--- src/core/sarpr_regs.svh ---
// timing constants and code values for the converter readout
`ifndef SARPR_REGS_SVH
`define SARPR_REGS_SVH
`define SARPR_CLK_PS         40000
`define SARPR_CONV_TIME_PS   1520000
`define SARPR_CONV_CYC       (`SARPR_CONV_TIME_PS / `SARPR_CLK_PS)
`define SARPR_RES_W          18
`define SARPR_CODE_ZERO      18'h00000
`define SARPR_CODE_MID       18'h20000
`define SARPR_CODE_FULL      18'h3ffff
`define SARPR_TRIM_CONVS     2'h3
`define SARPR_FIFO_DEPTH     32
`endif

--- src/core/sarpr_pkg.sv ---
// types for the converter readout block
package sarpr_pkg;
  typedef enum logic [1:0] {
    SARPR_SAMPLE = 2'b00,
    SARPR_CONV   = 2'b01,
    SARPR_DONE   = 2'b10
  } sarpr_state_e;
  typedef logic [17:0] sarpr_word_t;
endpackage

--- src/core/sarpr_core.sv ---
// conversion control and parallel readout of the 18-bit converter
//
// Summary of operation
// - internal timing, conversion lasts 1.52 us
// - trigger fall switches sample to hold
// - busy high from trigger fall until done
// - sampling restarts on busy fall while select is low, or on select fall outside conversion
// - bus driven only when select and read low
// - straight binary 18-bit result code
// - both selects low gives full word
// - width high gives bits 1:0 on 3:2
// - upper lane gives bits 9:2 on 17:10
// - both high gives bits 1:0 on 11:10
// - toggling or held read strobe both work
// - first three conversions flagged invalid
`timescale 1ns/1ps
`include "sarpr_regs.svh"
module sarpr_core (
  input  wire logic        clk,
  input  wire logic        rst_n,
  input  wire logic        sample_hold_trigger_n,
  input  wire logic        chip_select_n,
  input  wire logic        read_strobe_n,
  input  wire logic        upper_lane_select,
  input  wire logic        width_select,
  input  wire logic [17:0] sample_in,
  input  wire logic        sample_valid,
  output logic             sample_ready,
  output logic             busy,
  output logic             sampling,
  output logic             result_valid,
  output logic [17:0]      output_bus_o,
  output logic [17:0]      output_bus_oe
);
  // ------------------------------------------------------------
  // pin synchronisers
  // ------------------------------------------------------------
  logic [2:0] trig_s_q;
  logic [2:0] cs_s_q;
  logic [2:0] rd_s_q;
  logic [2:0] up_s_q;
  logic [2:0] wd_s_q;
  logic       trig_q;
  logic       cs_q;
  logic       rd_q;
  logic       up_q;
  logic       wd_q;
  always_ff @(posedge clk or negedge rst_n) begin
    if (!rst_n) begin
      trig_s_q <= 3'h7;
      cs_s_q   <= 3'h7;
      rd_s_q   <= 3'h7;
      up_s_q   <= 3'h0;
      wd_s_q   <= 3'h0;
    end else begin
      trig_s_q <= {trig_s_q[1:0], sample_hold_trigger_n};
      cs_s_q   <= {cs_s_q[1:0], chip_select_n};
      rd_s_q   <= {rd_s_q[1:0], read_strobe_n};
      up_s_q   <= {up_s_q[1:0], upper_lane_select};
      wd_s_q   <= {wd_s_q[1:0], width_select};
    end
  end
  wire trig_ag = trig_s_q[2] == trig_s_q[1];
  wire cs_ag   = cs_s_q[2] == cs_s_q[1];
  wire rd_ag   = rd_s_q[2] == rd_s_q[1];
  wire up_ag   = up_s_q[2] == up_s_q[1];
  wire wd_ag   = wd_s_q[2] == wd_s_q[1];
  always_ff @(posedge clk or negedge rst_n) begin
    if (!rst_n) begin
      trig_q <= 1'b1;
      cs_q   <= 1'b1;
      rd_q   <= 1'b1;
      up_q   <= 1'b0;
      wd_q   <= 1'b0;
    end else begin
      trig_q <= trig_ag ? trig_s_q[2] : trig_q;
      cs_q   <= cs_ag ? cs_s_q[2] : cs_q;
      rd_q   <= rd_ag ? rd_s_q[2] : rd_q;
      up_q   <= up_ag ? up_s_q[2] : up_q;
      wd_q   <= wd_ag ? wd_s_q[2] : wd_q;
    end
  end
  // trigger only counts while select is low
  wire trig_fall = trig_ag && !trig_s_q[2] && trig_q && !cs_q;
  wire cs_fall   = cs_ag && !cs_s_q[2] && cs_q;
  // ------------------------------------------------------------
  // conversion state machine
  // ------------------------------------------------------------
  localparam int CONV_CYC = `SARPR_CONV_CYC;
  sarpr_pkg::sarpr_state_e st_q;
  sarpr_pkg::sarpr_state_e st_d;
  logic [5:0]         cnt_q;
  logic [1:0]         trim_q;
  logic               valid_q;
  sarpr_pkg::sarpr_word_t res_q;
  sarpr_pkg::sarpr_word_t hold_q;
  logic               samp_q;
  wire  [17:0]        fifo_data;
  wire                fifo_valid;
  wire conv_end = (st_q == sarpr_pkg::SARPR_CONV) &&
                  (cnt_q == 6'(CONV_CYC - 1));
  always_comb begin
    st_d = st_q;
    case (st_q)
      sarpr_pkg::SARPR_SAMPLE: begin
        if (trig_fall) begin
          st_d = sarpr_pkg::SARPR_CONV;
        end
      end
      sarpr_pkg::SARPR_CONV: begin
        if (conv_end) begin
          st_d = sarpr_pkg::SARPR_DONE;
        end
      end
      sarpr_pkg::SARPR_DONE: begin
        if (trig_fall) begin
          st_d = sarpr_pkg::SARPR_CONV;
        end
      end
      default: st_d = sarpr_pkg::SARPR_SAMPLE;
    endcase
  end
  always_ff @(posedge clk or negedge rst_n) begin
    if (!rst_n) begin
      st_q  <= sarpr_pkg::SARPR_SAMPLE;
      cnt_q <= 6'h00;
    end else begin
      st_q  <= st_d;
      cnt_q <= (st_q == sarpr_pkg::SARPR_CONV) ? cnt_q + 6'h01 : 6'h00;
    end
  end
  always_ff @(posedge clk or negedge rst_n) begin
    if (!rst_n) begin
      hold_q <= `SARPR_CODE_ZERO;
    end else if (trig_fall && st_q != sarpr_pkg::SARPR_CONV) begin
      hold_q <= fifo_valid ? fifo_data : hold_q;
    end
  end
  always_ff @(posedge clk or negedge rst_n) begin
    if (!rst_n) begin
      res_q   <= `SARPR_CODE_ZERO;
      trim_q  <= 2'h0;
      valid_q <= 1'b0;
    end else if (conv_end) begin
      res_q   <= hold_q;
      trim_q  <= (trim_q == `SARPR_TRIM_CONVS) ? trim_q : trim_q + 2'h1;
      valid_q <= (trim_q == `SARPR_TRIM_CONVS) | valid_q;
    end
  end
  always_ff @(posedge clk or negedge rst_n) begin
    if (!rst_n) begin
      samp_q <= 1'b1;
    end else if (trig_fall) begin
      samp_q <= 1'b0;
    end else if ((conv_end && !cs_q) ||
                 (cs_fall && st_q != sarpr_pkg::SARPR_CONV)) begin
      samp_q <= 1'b1;
    end
  end
  assign busy         = st_q == sarpr_pkg::SARPR_CONV;
  assign sampling     = samp_q;
  assign result_valid = valid_q;
  // ------------------------------------------------------------
  // sample source fifo
  // ------------------------------------------------------------
  wire fifo_pop = trig_fall && st_q != sarpr_pkg::SARPR_CONV;
  sarpr_fifo #(
    .WIDTH (`SARPR_RES_W),
    .DEPTH (`SARPR_FIFO_DEPTH)
  ) u_fifo (
    .clk       (clk),
    .rst_n     (rst_n),
    .in_data   (sample_in),
    .in_valid  (sample_valid),
    .in_ready  (sample_ready),
    .out_data  (fifo_data),
    .out_valid (fifo_valid),
    .out_ready (fifo_pop)
  );
  // ------------------------------------------------------------
  // output lane selection
  // ------------------------------------------------------------
  wire [1:0]  lane = {up_q, wd_q};
  wire [17:0] w_full = res_q;
  wire [17:0] w_lo16 = {14'h3fff, res_q[1:0], 2'h3};
  wire [17:0] w_mid8 = {res_q[9:2], 10'h3ff};
  wire [17:0] w_lo8  = {6'h3f, res_q[1:0], 10'h3ff};
  logic [17:0] bus_d;
  always_comb begin
    case (lane)
      2'b00:   bus_d = w_full;
      2'b01:   bus_d = w_lo16;
      2'b10:   bus_d = w_mid8;
      2'b11:   bus_d = w_lo8;
      default: bus_d = w_full;
    endcase
  end
  always_ff @(posedge clk or negedge rst_n) begin
    if (!rst_n) begin
      output_bus_o <= 18'h00000;
    end else begin
      output_bus_o <= bus_d;
    end
  end
  // drive only on select and read
  wire drive = !cs_q && !rd_q;
  assign output_bus_oe = {18{drive}};
endmodule

--- src/core/sarpr_fifo.sv ---
// parameterised fifo with valid and ready on both sides
`timescale 1ns/1ps
module sarpr_fifo #(
  parameter int WIDTH = 18,
  parameter int DEPTH = 32
) (
  input  wire logic             clk,
  input  wire logic             rst_n,
  input  wire logic [WIDTH-1:0] in_data,
  input  wire logic             in_valid,
  output logic                  in_ready,
  output logic [WIDTH-1:0]      out_data,
  output logic                  out_valid,
  input  wire logic             out_ready
);
  localparam int AW = $clog2(DEPTH);
  logic [WIDTH-1:0] mem [DEPTH];
  logic [AW:0]      wp_q;
  logic [AW:0]      rp_q;
  wire              push;
  wire              pop;
  assign in_ready  = (wp_q - rp_q) != (AW+1)'(DEPTH);
  assign out_valid = wp_q != rp_q;
  assign push      = in_valid && in_ready;
  assign pop       = out_valid && out_ready;
  assign out_data  = mem[rp_q[AW-1:0]];
  always_ff @(posedge clk) begin
    if (push) begin
      mem[wp_q[AW-1:0]] <= in_data;
    end
  end
  always_ff @(posedge clk or negedge rst_n) begin
    if (!rst_n) begin
      wp_q <= '0;
      rp_q <= '0;
    end else begin
      if (push) begin
        wp_q <= wp_q + 1'b1;
      end
      if (pop) begin
        rp_q <= rp_q + 1'b1;
      end
    end
  end
endmodule

--- config.mk ---
export PLATFORM = sky130hd
export DESIGN_NAME = sarpr_core
export DESIGN_NICKNAME = d
export VERILOG_FILES = /design/src/core/sarpr_pkg.sv /design/src/core/sarpr_core.sv /design/src/core/sarpr_fifo.sv
export VERILOG_INCLUDE_DIRS = /design/src /design/src/core
export SDC_FILE = /design/constraint.sdc
export NUM_CORES = 1
export LEC_CHECK = 0
export BUFFER_PORTS_ARGS = -buffer_cell sky130_fd_sc_hd__buf_2
export CAP_MARGIN = 5
export CORE_UTILIZATION = 60
export CTS_CLUSTER_SIZE = 8
export DETAILED_ROUTE_END_ITERATION = 12
export GPL_TIMING_DRIVEN = 0
export PLACE_DENSITY_LB_ADDON = 0.2
export REMOVE_ABC_BUFFERS = 1
export SYNTH_ARGS = -nofsm -noshare
export SYNTH_HDL_FRONTEND = slang
export SYNTH_SLANG_ARGS = --single-unit
--- constraint.sdc ---
create_clock -name clk -period 5.1 [get_ports clk]
set_input_delay 0.255 -clock clk [delete_from_list [all_inputs] [get_ports clk]]
set_output_delay 0.255 -clock clk [all_outputs]
set_load 0.05 [all_outputs]
## Word-level counts from Yosys, hierarchy flattened

Memories as Yosys holds them, arrays and structs flattened. A register that Yosys moved wholly into a read port is not among the register bits.
Index checks and enable logic that the tools add are counted.

| storage, ports and cells | value |
|---|---|
| register bits after elaboration | 80 |
| latch bits | 0 |
| RAM bits | 576 |
| bits in read-only memories | 0 |
| word-level logic and storage cells | 78 |
| memories | 1 |

Memory list:

| memory | depth | bits a word | rd ports | clocked after Yosys merged registers in | write ports | line | text |
|---|---|---|---|---|---|---|---|
| u_fifo.mem | 32 | 18 | 1 | 1 | 1 | sarpr_fifo.sv:17 | `logic [WIDTH-1:0] mem [DEPTH];` |

| cells by class | value |
|---|---|
| add/sub/neg operators | 5 |
| multipliers | 0 |
| div/mod/pow operators | 0 |
| magnitude comparators | 0 |
| equal/unequal tests | 17 |
| shift-type cells | 0 |
| multiplexer cells | 9 |
| bitwise operators | 2 |
| reductions and logical operators | 25 |

Operators with widths:

| operator | number |
|---|---|
| 18-bit case mux with 4 select lines | 1 |
| 6-bit by 1-bit adder with 6-bit output, second input constant | 3 |
| 1-bit logical AND | 12 |
| 2-bit equality test, second input constant | 4 |
| 6-bit equality test, second input constant | 1 |
| 6-bit 2-to-1 mux | 1 |
| 2-bit by 1-bit != test with 1-bit output, second input constant | 3 |
| 6-bit != test | 1 |
| 6-bit != test, second input constant | 1 |
| 2-bit AND reduction | 3 |
| 6-bit subtractor | 1 |
| 1-bit equality test | 5 |
| 1-bit zero test | 5 |
| 2-bit by 1-bit equality test with 1-bit output, second input constant | 2 |
| 2-bit zero test | 2 |
| 1-bit 2-to-1 mux | 4 |
| 2-bit 2-to-1 mux | 2 |
| 2-bit case mux with 2 select lines | 1 |
| 2-bit by 1-bit adder with 2-bit output, second input constant | 1 |
| 2-bit nonzero test | 1 |
| 2-bit OR reduction | 1 |
| 1-bit logical OR | 1 |
| 1-bit NOT | 1 |
| 1-bit bitwise OR | 1 |

## Logic depth before layout (Yosys ltp)

Gate-level depths: netlist of the first run.

| logic depth | value |
|---|---|
| depth after elaboration | 7 |
| mapped depth | 12 |
| gate-level depth less buffers | 8 |

## Hierarchy

A second synthesis of the first run with hierarchy kept.

| second synthesis, totals | value |
|---|---|
| cells, all modules | 1211 |
| area total of the unflattened synthesis | 26158.8 um^2 |

Modules (own cells, without submodules):

| module | times used | cells each | area each (um^2) | sequential area each (um^2) |
|---|---|---|---|---|
| sarpr_fifo | 1 | 982 | 22780.6 | 17596.9 |
| sarpr_core | 1 | 229 | 3378.2 | 2168.3 |

## Least setup slack after synthesis of the first run

OpenSTA, ideal clock, no wires.

| path | value |
|---|---|
| path type | reg2reg |
| start point | register u_fifo.rp_q[1] |
| end point | memory u_fifo.mem[28][0] (enable) |
| setup time | 0.393 ns |
| data arrival time | 3.617 ns |
| data required time | 4.707 ns |
| setup slack | 1.091 ns |
| cell stages (with the launch flop) | 12 |
| period minus slack after synthesis | 4.009 ns |
| path through | dfrtp_1 > clkbuf_1 > clkbuf_1 > inv_1 > clkbuf_1 > ha_1 > nand2b_1 > a21oi_1 > or4_1 > a41oi_4 > nand2_1 > nor2_1 |

| on the way | value |
|---|---|
| longest elaborated chain between the ends | 5 |

Ends and longest elaborated chain:

| what | line | text |
|---|---|---|
| from (decl) | sarpr_fifo.sv:19 | `logic [AW:0] rp_q;` |
| from (signal assigned) | sarpr_fifo.sv:41 | `rp_q <= rp_q + 1'b1;` |
| 6-bit subtractor | sarpr_fifo.sv:22 | `assign in_ready = (wp_q - rp_q) != (AW+1)'(DEPTH);` |
| 6-bit != test | sarpr_fifo.sv:22 |  |
| 1-bit logical AND | sarpr_fifo.sv:24 | `assign push = in_valid && in_ready;` |
| 1-bit 2-to-1 mux | sarpr_fifo.sv:28 | `if (push) begin` |
| 1-bit 2-to-1 mux (not written as such) | sarpr_fifo.sv:29 | `mem[wp_q[AW-1:0]] <= in_data;` |
| to (decl) | sarpr_fifo.sv:17 |  |

No other way between the ends.

## Final worst setup path of the first run

| path | value |
|---|---|
| start point | register u_fifo.rp_q[2] |
| end point | memory u_fifo.mem[10][14] (enable) |

The elaborated chain is that of the path after synthesis.

==> results.ini, run 1 <==
[run_status]
status=finished clean

[cts]
clock-sinks=674
path_clk_slew_ns=0.05
cts_tree=done
cts-root-buf=clkbuf_16
clock_latency_ns=0.63
clockBufferDepth=3
numCtsBuffers=94
ctsResizeCount=0
htreeDepth=3

[sta]
max_slew_margin_pct=25.6
hold_violations=0
fmax_mhz=207
period_minus_slack_ns=4.82
finClkSkew_ns=0.0187
fin_crit_sh_pct=94.5
setup_ws_ns=0.279
finalSetupTns_ns=0
report.final.slew_viol_count=0
setup-violations-final=0
hold_ws_ns=0.116
rsz0062_at_grt=false
worst_slew_pin_slew_ns=1.11

[logic_synthesis]
synth_area_leader_cell=edfxtp_1
synth_warnings=0
synth_edf_count=576
synth_top_area_share_pct=66.8
ys_types=44
synth_ff_type=edfxtp_1
synthArstFlopShare_pct=14.5
synth_seq_area_share_pct=76.3
synth-seq-cells=674
postSynthAreaPerCell_um2=20.0
synthCells=1292
netlist_area_um2=25900
yosys-top-cells-area=edfxtp_1, mux4_2, dfrtp_1

[floorplanning]
io_pins=66
core-area_um2=42200
dieArea_um2=44000
rows=75
fp.dieW_um=210
die_h_um=210
start_util_pct=61.3

[critical_path]
worst-path-max-fanout=56
required_ns=5.43
cp_cell_sequence=buf_16, inv_2, ha_1, nand3_1, a21oi_1, or4_1, a41oi_4, nand2_1, nor2_2, buf_8
worst_setup_path_start_kind=flop
slowest_delay_ns=0.75
critPathKind=reg2reg
r2r_cells=10
crit_arrival_ns=5.15
cpMaxStageDelayCell=inv_2
end_kind=flop

[pwr]
power_mw=15.8
power_leakage_nw=10.2
irDropWorstVdd_uv=330
p_per_area_nw_per_um2=523

[detailed_routing]
drtIter0Drc=1315
drt-pass1-iter-count=7
post_drt_wl_per_cell_um=26.7
vias=12900
postRouteAntennaNets=0
drt-vias-per-instance=6.34
drc=0
wirelength_mm=54.3

[global_routing]
grt_max_degree=64
antenna_found_initial=3
grtUsageTotal_pct=26.1
grt_first_pass_wirelength_mm=83.3
grt-ovfl-total=0
grt_pass1_vias=13600

[run]
cap_violations=0

[place]
gp_congestion=0.831
post_dp_cell_area_um2=27500
numPortBuffers=65
post-dp-hpwl_mm=31.0
place_inst=1853
place_ws_ns=0.322

[min_path]
hold_class=in2reg
min_path_cells=4

[final_layout]
fin_area_um2=30300
area_delta_synth_final_pct=16.9
instances_no_fill=2035
final_cell_mix=edfxtp_1, mux4_2, clkbuf_16
utilization_pct=71.7
drive_gt1_share_pct=28.7
nets=1457
antenna_cells=0
final_common_cell=edfxtp_1

==> repair_timing <==
item,CTS,global route
setup buffers,0,0
endpoints found under the hold margin,51,0
hold buffers,6,0
==> cells by family after synthesis <==
| logic type | after synthesis | share of synthesized area (%) |
|---|---|---|
| DFF | 674 | 76.3 |
| muxes | 165 | 13.4 |
| buffers and inverters | 97 | 1.77 |
| AOI/OAI and AO/OA | 116 | 3.39 |
| and+or+nand+nor | 203 | 3.58 |
| xor gates and xnor gates | 19 | 0.643 |
| adders and majority gates | 18 | 0.841 |
==> path summary, 6_finish.rpt <==
| check | from | to | slack, ns |
|---|---|---|---|
| worst max-delay path | u_fifo.rp_q[2] | u_fifo.mem[10][14] | 0.28 |
| worst min-delay path | sample_valid | u_fifo.wp_q[0] | 0.12 |
| worst max register to register | u_fifo.rp_q[2] | u_fifo.mem[10][14] | 0.28 |
| worst min register to register | cs_s_q[0] | cs_s_q[1] | 0.35 |
| max in group asynchronous | rst_n | u_fifo.rp_q[2] | 4.23 |
| min in group asynchronous | rst_n | cnt_q[2] | 0.17 |
==> flip-flops by register name, indices dropped and copies added (netlist names), 2 cells and up <==
signal and cells:
u_fifo.mem 576, hold_q 18, output_bus_o 18, res_q 18
cnt_q 6, u_fifo.rp_q 6, u_fifo.wp_q 6, cs_s_q 3
rd_s_q 3, trig_s_q 3, up_s_q 3, wd_s_q 3
st_q 2, trim_q 2
==> worst max-delay path, delay by kind of cell, from the launching register on <==
kind | cells | cell delay, ns
compound gates | 2 | 0.47
buf+inv | 3 | 1.27
fa+ha+maj | 1 | 0.41
flops | 1 | 0.62
simple gates | 4 | 1.67
==> layout make-up <==
cell class / count / area, µm²
clock buffer: 169 / 2660
fill: 2465 / 12000
multi-input combinational: 521 / 5760
sequential: 674 / 19800
clock inverter: 7 / 100
inverter: 14 / 52.6
timing repair buffer: 111 / 1250
tap: 539 / 674
==> synthesized netlist by cell type (all sizes together) (2+ instances only) <==
| cell | n |
|---|---|
| a211o | 8 |
| o21ai | 6 |
| dfrtp | 85 |
| nand3 | 9 |
| dfstp | 13 |
| nand3b | 5 |
| a31oi | 18 |
| maj3 | 3 |
| buf | 41 |
| nor2 | 47 |
| mux2 | 21 |
| nand4 | 4 |
| nor3 | 3 |
| o22a | 2 |
| edfxtp | 576 |
| a22o | 18 |
| a21oi | 4 |
| or3 | 10 |
| nor2b | 10 |
| a311oi | 18 |
| ha | 15 |
| o22ai | 19 |
| nand2b | 2 |
| inv | 14 |
| mux4 | 144 |
| xnor2 | 14 |
| a211oi | 18 |
| and2 | 19 |
| nand2 | 90 |
| xor2 | 5 |
| clkbuf | 42 |
==> report_power, final <==
part | total, mW | internal [mW] | switching [mW] | leakage, nW
registers | 6.82 | 6.47 | 0.348 | 6.40
clock network | 5.75 | 3.50 | 2.25 | 1.30
logic | 3.27 | 1.52 | 1.76 | 2.53
total | 15.8 | 11.5 | 4.35 | 10.2
==> routing by layer <==
layer | vias to the layer above | part of all wire, % | GRT usage (%)
met5 | - | 0.085 | 0
li1 | 5475 | - | -
met1 | 6771 | 41 | 35.8
met4 | 6 | 3.4 | 10.9
met3 | 112 | 6.3 | 5.33
met2 | 538 | 50 | 41.4
Note: power is estimated with default switching activity, not from simulation.
==> inputs of run 2 (changes only) <==
Settings changed: PLACE_DENSITY from default to 0.83, PLACE_DENSITY_LB_ADDON 0.2 to default.
==> run 2 against run 1 <==
Count of clock-buffer cells in the layout increased by 1. Routed wire length rose by 16%. Critical path depth unchanged. Critical endpoint is now u_fifo.mem[17][16]. Largest cell class unchanged. Highest routed layer unchanged.
==> results.ini, run 2 (synthesis results as in run 1) <==
[place]
post-dp-hpwl_mm=32.5  ; +4.8%
gp_congestion=0.748  ; -9.9%
place_ws_ns=0.241  ; -0.0806 ns
numPortBuffers=65  ; unchanged
post_dp_cell_area_um2=27400  ; -0.16%

[floorplanning]
io_pins=66  ; unchanged
fp.dieW_um=210  ; unchanged
die_h_um=210  ; unchanged
core-area_um2=42200  ; unchanged
dieArea_um2=44000  ; unchanged
start_util_pct=61.3  ; unchanged
rows=75  ; unchanged

[final_layout]
largest_reg_flops=576  ; unchanged
register_area_um2=19800  ; unchanged
nets=1458  ; +0.069%
area_delta_synth_final_pct=16.8  ; about the same
final_cell_mix=edfxtp_1, mux4_2, clkbuf_16
nFillCells=2295  ; -6.9%
multi_input_area_um2=5770  ; +0.26%
final_common_cell=edfxtp_1
fin_area_um2=30200  ; about the same
drive_gt1_share_pct=28.7  ; about the same

[detailed_routing]
top_layer_used=met5
drt-pass1-iter-count=7  ; unchanged
drc=0  ; unchanged
drtIter0Drc=1940  ; +48%
met3_length_mm=5.65  ; +66%
drt-vias-per-instance=6.81  ; +7.4%
wirelength_mm=62.8  ; +16%
wl_met2_mm=32.2  ; +20%
post_drt_wl_per_cell_um=30.8  ; +16%
postRouteAntennaNets=0  ; unchanged
m1WireLength_mm=22.4  ; +1.8%
vias=13900  ; +7.5%

[cts]
path_clk_slew_ns=0.06  ; about the same
htreeDepth=3  ; unchanged
cts-root-buf=clkbuf_16
clock-sinks=674  ; unchanged
post_cts_buffers=0  ; unchanged
clock_latency_ns=0.63  ; about the same
cts_tree=done
clockBufferDepth=3  ; unchanged
numCtsBuffers=94  ; unchanged

[critical_path]
worst-path-max-fanout=43  ; -23%
crit_arrival_ns=5.40  ; +0.25 ns
critPathKind=reg2reg
required_ns=5.41  ; -0.02 ns
cp_cell_sequence=buf_16, inv_1, ha_1, nand2b_1, a21oi_1, or4_1, a41oi_4, nand2_1, nor2_2, buf_8
slowest_delay_ns=0.75  ; about the same
end_kind=flop
cpMaxStageDelayCell=inv_1
worst_setup_path_start_kind=flop
crit_family=simple AND/OR/NAND/NOR gates
path_buf_inv=3  ; unchanged

[sta]
period_minus_slack_ns=5.08  ; +0.263 ns
setup_ws_ns=0.0157  ; -0.263 ns
hold_ws_ns=0.111  ; -0.00429 ns
report.final.slew_viol_count=0  ; unchanged
fin_crit_sh_pct=99.7  ; +5.2 points
rsz0062_at_grt=true
hold_violations=0  ; unchanged
max_slew_margin_pct=20.1  ; -5.5 points
fmax_mhz=197  ; -5.2%
setup-violations-final=0  ; unchanged
worst_slew_pin_slew_ns=1.20  ; +0.0848 ns
finClkSkew_ns=0.0418  ; +0.0231 ns

[global_routing]
grt_max_degree=68  ; +6.3%
antenna_found_initial=1  ; -2
grt_pass1_vias=14700  ; +8.3%
grt_first_pass_wirelength_mm=93.7  ; +12%
grt-ovfl-total=0  ; unchanged
grtUsageTotal_pct=29.7  ; +3.6 points

[pwr]
irDropWorstVdd_uv=404  ; +22%
p_per_area_nw_per_um2=532  ; +1.8%
power_mw=16.1  ; +1.7%
power_leakage_nw=10.2  ; about the same

[run]
cap_violations=0  ; unchanged

[run_status]
status=finished clean

[min_path]
hold_class=in2reg

==> run 2: changes by cell type in the layout (fill, tap and decap cells not counted) <==
cell,change
buf_12,+1
nor2_2,-3
diode_2,+1
buf_8,+5
inv_6,-1
clkbuf_1,+1
buf_16,-5
clkinvlp_4,-1
nor2_4,+3
clkinv_4,+1
==> run 2: per-stage QoR <==
| stage | instances | TNS [ns] | utilization, % |
|---|---|---|---|
| 2_1_floorplan | 1209 | -2165.72 | - |
| 3_3_place_gp | 1813 | -3898.69 | 62.7 |
| 3_5_place_dp | 1854 | 0 | 64.9 |
| 4_1_cts | 2036 | 0 | 71.6 |
| 5_1_grt | 2036 | -0.185 | 71.6 |
| 6_report | 2037 | 0 | 71.6 |
==> run 2: final cells by class <==
cell class	instances	share of cell area, %
antenna	1	0.00828
clock buffer	170	8.79
clock inverter	6	0.306
inverter	14	0.174
multi-input combinational	521	19.1
sequential	674	65.4
tap	539	2.23
timing repair buffer	112	4.00
==> run 2: power by group <==
group | switching, mW | internal [mW]
logic | 1.90 | 1.53
registers | 0.392 | 6.47
clock network | 2.31 | 3.50
==> run 2: worst register-to-register path, stage by stage, from the launching register on <==
cell and delay (ns):
dfrtp_4 0.71, buf_16 0.31, inv_1 0.78, ha_1 0.42
nand2b_1 0.10, a21oi_1 0.08, or4_1 0.54, a41oi_4 0.41
nand2_1 0.56, nor2_2 0.63, buf_8 0.26
==> run 2: final timing paths <==
path	from	to	slack, ns	cells past startpoint
max	u_fifo.rp_q[1]	u_fifo.mem[17][16]	0.02	10
min	sample_valid	u_fifo.wp_q[3]	0.11	5
max reg2reg	u_fifo.rp_q[1]	u_fifo.mem[17][16]	0.02	10
min reg2reg	wd_s_q[0]	wd_s_q[1]	0.34	0
max in group asynchronous	rst_n	output_bus_o[17]	4.21	3
min in group asynchronous	rst_n	output_bus_o[6]	0.20	2
==> run 2: repair_timing <==
| item | CTS | global route |
|---|---|---|
| endpoints found under the setup margin | 0 | 23 |
| resized for setup | 0 | 3 |
| endpoints found under the hold margin | 38 | 0 |
| hold buffers | 6 | 0 |
==> run 2: metal layers <==
metal  global-route usage (%)  up-vias
li1                         -     5482
met1                     38.0     7213
met2                     49.5      986
met3                     6.18      187
met4                     13.6        2
met5                        0        -
==> inputs of run 3 (changes only) <==
Settings changed: CORE_ASPECT_RATIO from default to 0.9.
==> run 3 against run 2 <==
Routed wire length down 1.4%. Critical endpoint is now u_fifo.mem[30][15]. Maximum frequency increased by 1.7%. Hold slack improved by 0.0027 ns.
==> results.ini, run 3 (synthesis results as in run 1) <==
[critical_path]
cpMaxStageDelayCell=inv_1
cpMostUsedCell=buf_16
worst-path-max-fanout=50  ; +16%
worst_setup_path_start_kind=flop
critPathKind=reg2reg
slowest_delay_ns=0.71  ; -0.04 ns
required_ns=5.41  ; about the same
end_kind=flop
cp_cell_sequence=buf_16, inv_1, ha_1, nand2b_1, a21oi_1, or4_1, a41oi_4, nand2_1, nor2_2, buf_16
crit_arrival_ns=5.31  ; -0.09 ns

[floorplanning]
fp.dieW_um=221  ; +5.4%
io_pins=66  ; unchanged
dieArea_um2=44000  ; about the same
start_util_pct=61.4  ; about the same
core-area_um2=42200  ; about the same
die_h_um=199  ; -5.1%
rows=71  ; -5.3%

[global_routing]
grt_max_degree=52  ; -24%
grt-ovfl-total=0  ; unchanged
grt_first_pass_wirelength_mm=92.4  ; -1.4%
antenna_found_initial=3  ; +2
grt_pass1_vias=14500  ; -1.7%
grtUsageTotal_pct=29.3  ; -0.37 points

[final_layout]
nets=1458  ; unchanged
area_delta_synth_final_pct=17.1
drive_gt1_share_pct=28.9  ; +0.19 points
final_common_cell=edfxtp_1
antenna_cells=0  ; -1
fin_area_um2=30300  ; +0.27%
register_area_um2=19800  ; unchanged
final_cell_mix=edfxtp_1, mux4_2, clkbuf_16
largest_reg_flops=576  ; unchanged
nFillCells=2183  ; -4.9%
multi_input_area_um2=5760  ; -0.26%

[sta]
period_minus_slack_ns=5.00  ; -0.0834 ns
worst_slew_pin_slew_ns=1.27  ; +0.0687 ns
finalSetupTns_ns=0  ; unchanged
max_slew_margin_pct=15.3  ; -4.8 points
fin_crit_sh_pct=98.1  ; -1.6 points
setup-violations-final=0  ; unchanged
fmax_mhz=200  ; +1.7%
report.final.slew_viol_count=0  ; unchanged
finClkSkew_ns=0.0181  ; -0.0237 ns
rsz0062_at_grt=false
hold_violations=0  ; unchanged

[detailed_routing]
drt-pass1-iter-count=5  ; -2
postRouteAntennaNets=0  ; unchanged
drt-vias-per-instance=6.76  ; -0.65%
post_drt_wl_per_cell_um=30.5  ; -1.2%
wirelength_mm=62.0  ; -1.4%
drc=0  ; unchanged
vias=13800  ; -0.80%
drtIter0Drc=1658  ; -15%

[place]
numPortBuffers=65  ; unchanged
post-dp-hpwl_mm=33.4  ; +3.0%
gp_congestion=0.820  ; +9.6%
post_dp_cell_area_um2=27500  ; +0.48%

[run]
cap_violations=0  ; unchanged

[pwr]
power.share.combinational_pct=21.2  ; about the same
p_per_area_nw_per_um2=530  ; -0.49%
switching_share_pct=28.2  ; -0.35 points
irDropWorstVdd_uv=354  ; -13%
p_seq_share_pct=43.0  ; +0.4 points
power_leakage_nw=10.2  ; +0.33%
p_clk_share_pct=35.8  ; -0.3 points
netSwitchingPower_mw=4.53  ; -1.5%
p_int_mw=11.5  ; +0.27%

[cts]
post_cts_buffers=0  ; unchanged
cts-root-buf=clkbuf_16
clock_latency_ns=0.62  ; about the same
path_clk_slew_ns=0.06  ; about the same
cts_tree=done
clock-sinks=674  ; unchanged
clockBufferDepth=3  ; unchanged
numCtsBuffers=94  ; unchanged
htreeDepth=3  ; unchanged

[min_path]
hold_class=in2reg

[run_status]
status=finished clean

==> run 3: worst paths after layout <==
check	end	from	slack, ns	cells after the start
max	u_fifo.mem[30][15]	u_fifo.rp_q[1]	0.1	10
max in group asynchronous	hold_q[9]	rst_n	4.18	3
max reg2reg	u_fifo.mem[30][15]	u_fifo.rp_q[1]	0.1	10
min	u_fifo.wp_q[0]	sample_valid	0.11	4
min reg2reg	wd_s_q[1]	wd_s_q[0]	0.35	0
min in group asynchronous	cnt_q[5]	rst_n	0.20	2
==> run 3: metal layers <==
layer  wire length, µm  part of all wire (%)  vias up  track usage (%)
met5                23                 0.037        -                0
met4              2580                   4.2        4             13.8
met3              6410                    10      168             8.06
met2             31000                    50      996             48.1
met1             21900                    35     7123             37.0
li1                  -                     -     5468                -
==> run 3: critical path: cells and delay by family (launching register included) <==
kind                     cells  cell delay (ns)
AO/OA/AOI/OAI                2             0.57
adder cells (fa/ha/maj)      1             0.40
buffers and inverters        3             1.21
flip-flops                   1             0.68
AND/OR/NAND/NOR              4             1.74
==> run 3: timing repair <==
action | in CTS | in global routing
hold buffers | 6 | 0
setup endpoints to repair | 0 | 62
resized for setup | 0 | 2
hold endpoints to repair | 40 | 0
==> run 3: through the flow <==
stage	utilization [%]	hold WS, ns	setup WS [ns]	std cells	total power [mW]
floorplan	-	-0.0406	-6.55	1209	9.40
global placement	62.8	0.346	-6.68	1821	10.1
detailed placement	65.3	0.300	0.170	1862	10.3
CTS	71.8	0.0910	0.0695	2034	16.1
global route	71.8	0.114	0.0131	2034	16.6
finish	71.8	0.114	0.0992	2034	16.1
==> run 3: power by group through the flow <==
stage	registers (mW)	clock network (mW)	logic, mW
5_1_grt	6.94	6.03	3.58
2_1_floorplan	7.15	0	2.26
3_3_place_gp	7.27	0	2.85
4_1_cts	6.90	5.80	3.41
3_5_place_dp	6.97	0	3.30
6_report	6.91	5.75	3.41
==> run 3: area by class of cell <==
class | count | share of cell area, %
Sequential cell | 674 | 65.2
Multi-Input combinational cell | 521 | 19.0
Clock buffer | 162 | 8.81
Timing Repair Buffer | 112 | 4.38
Tap cell | 547 | 2.26
Inverter | 14 | 0.182
Clock inverter | 4 | 0.153
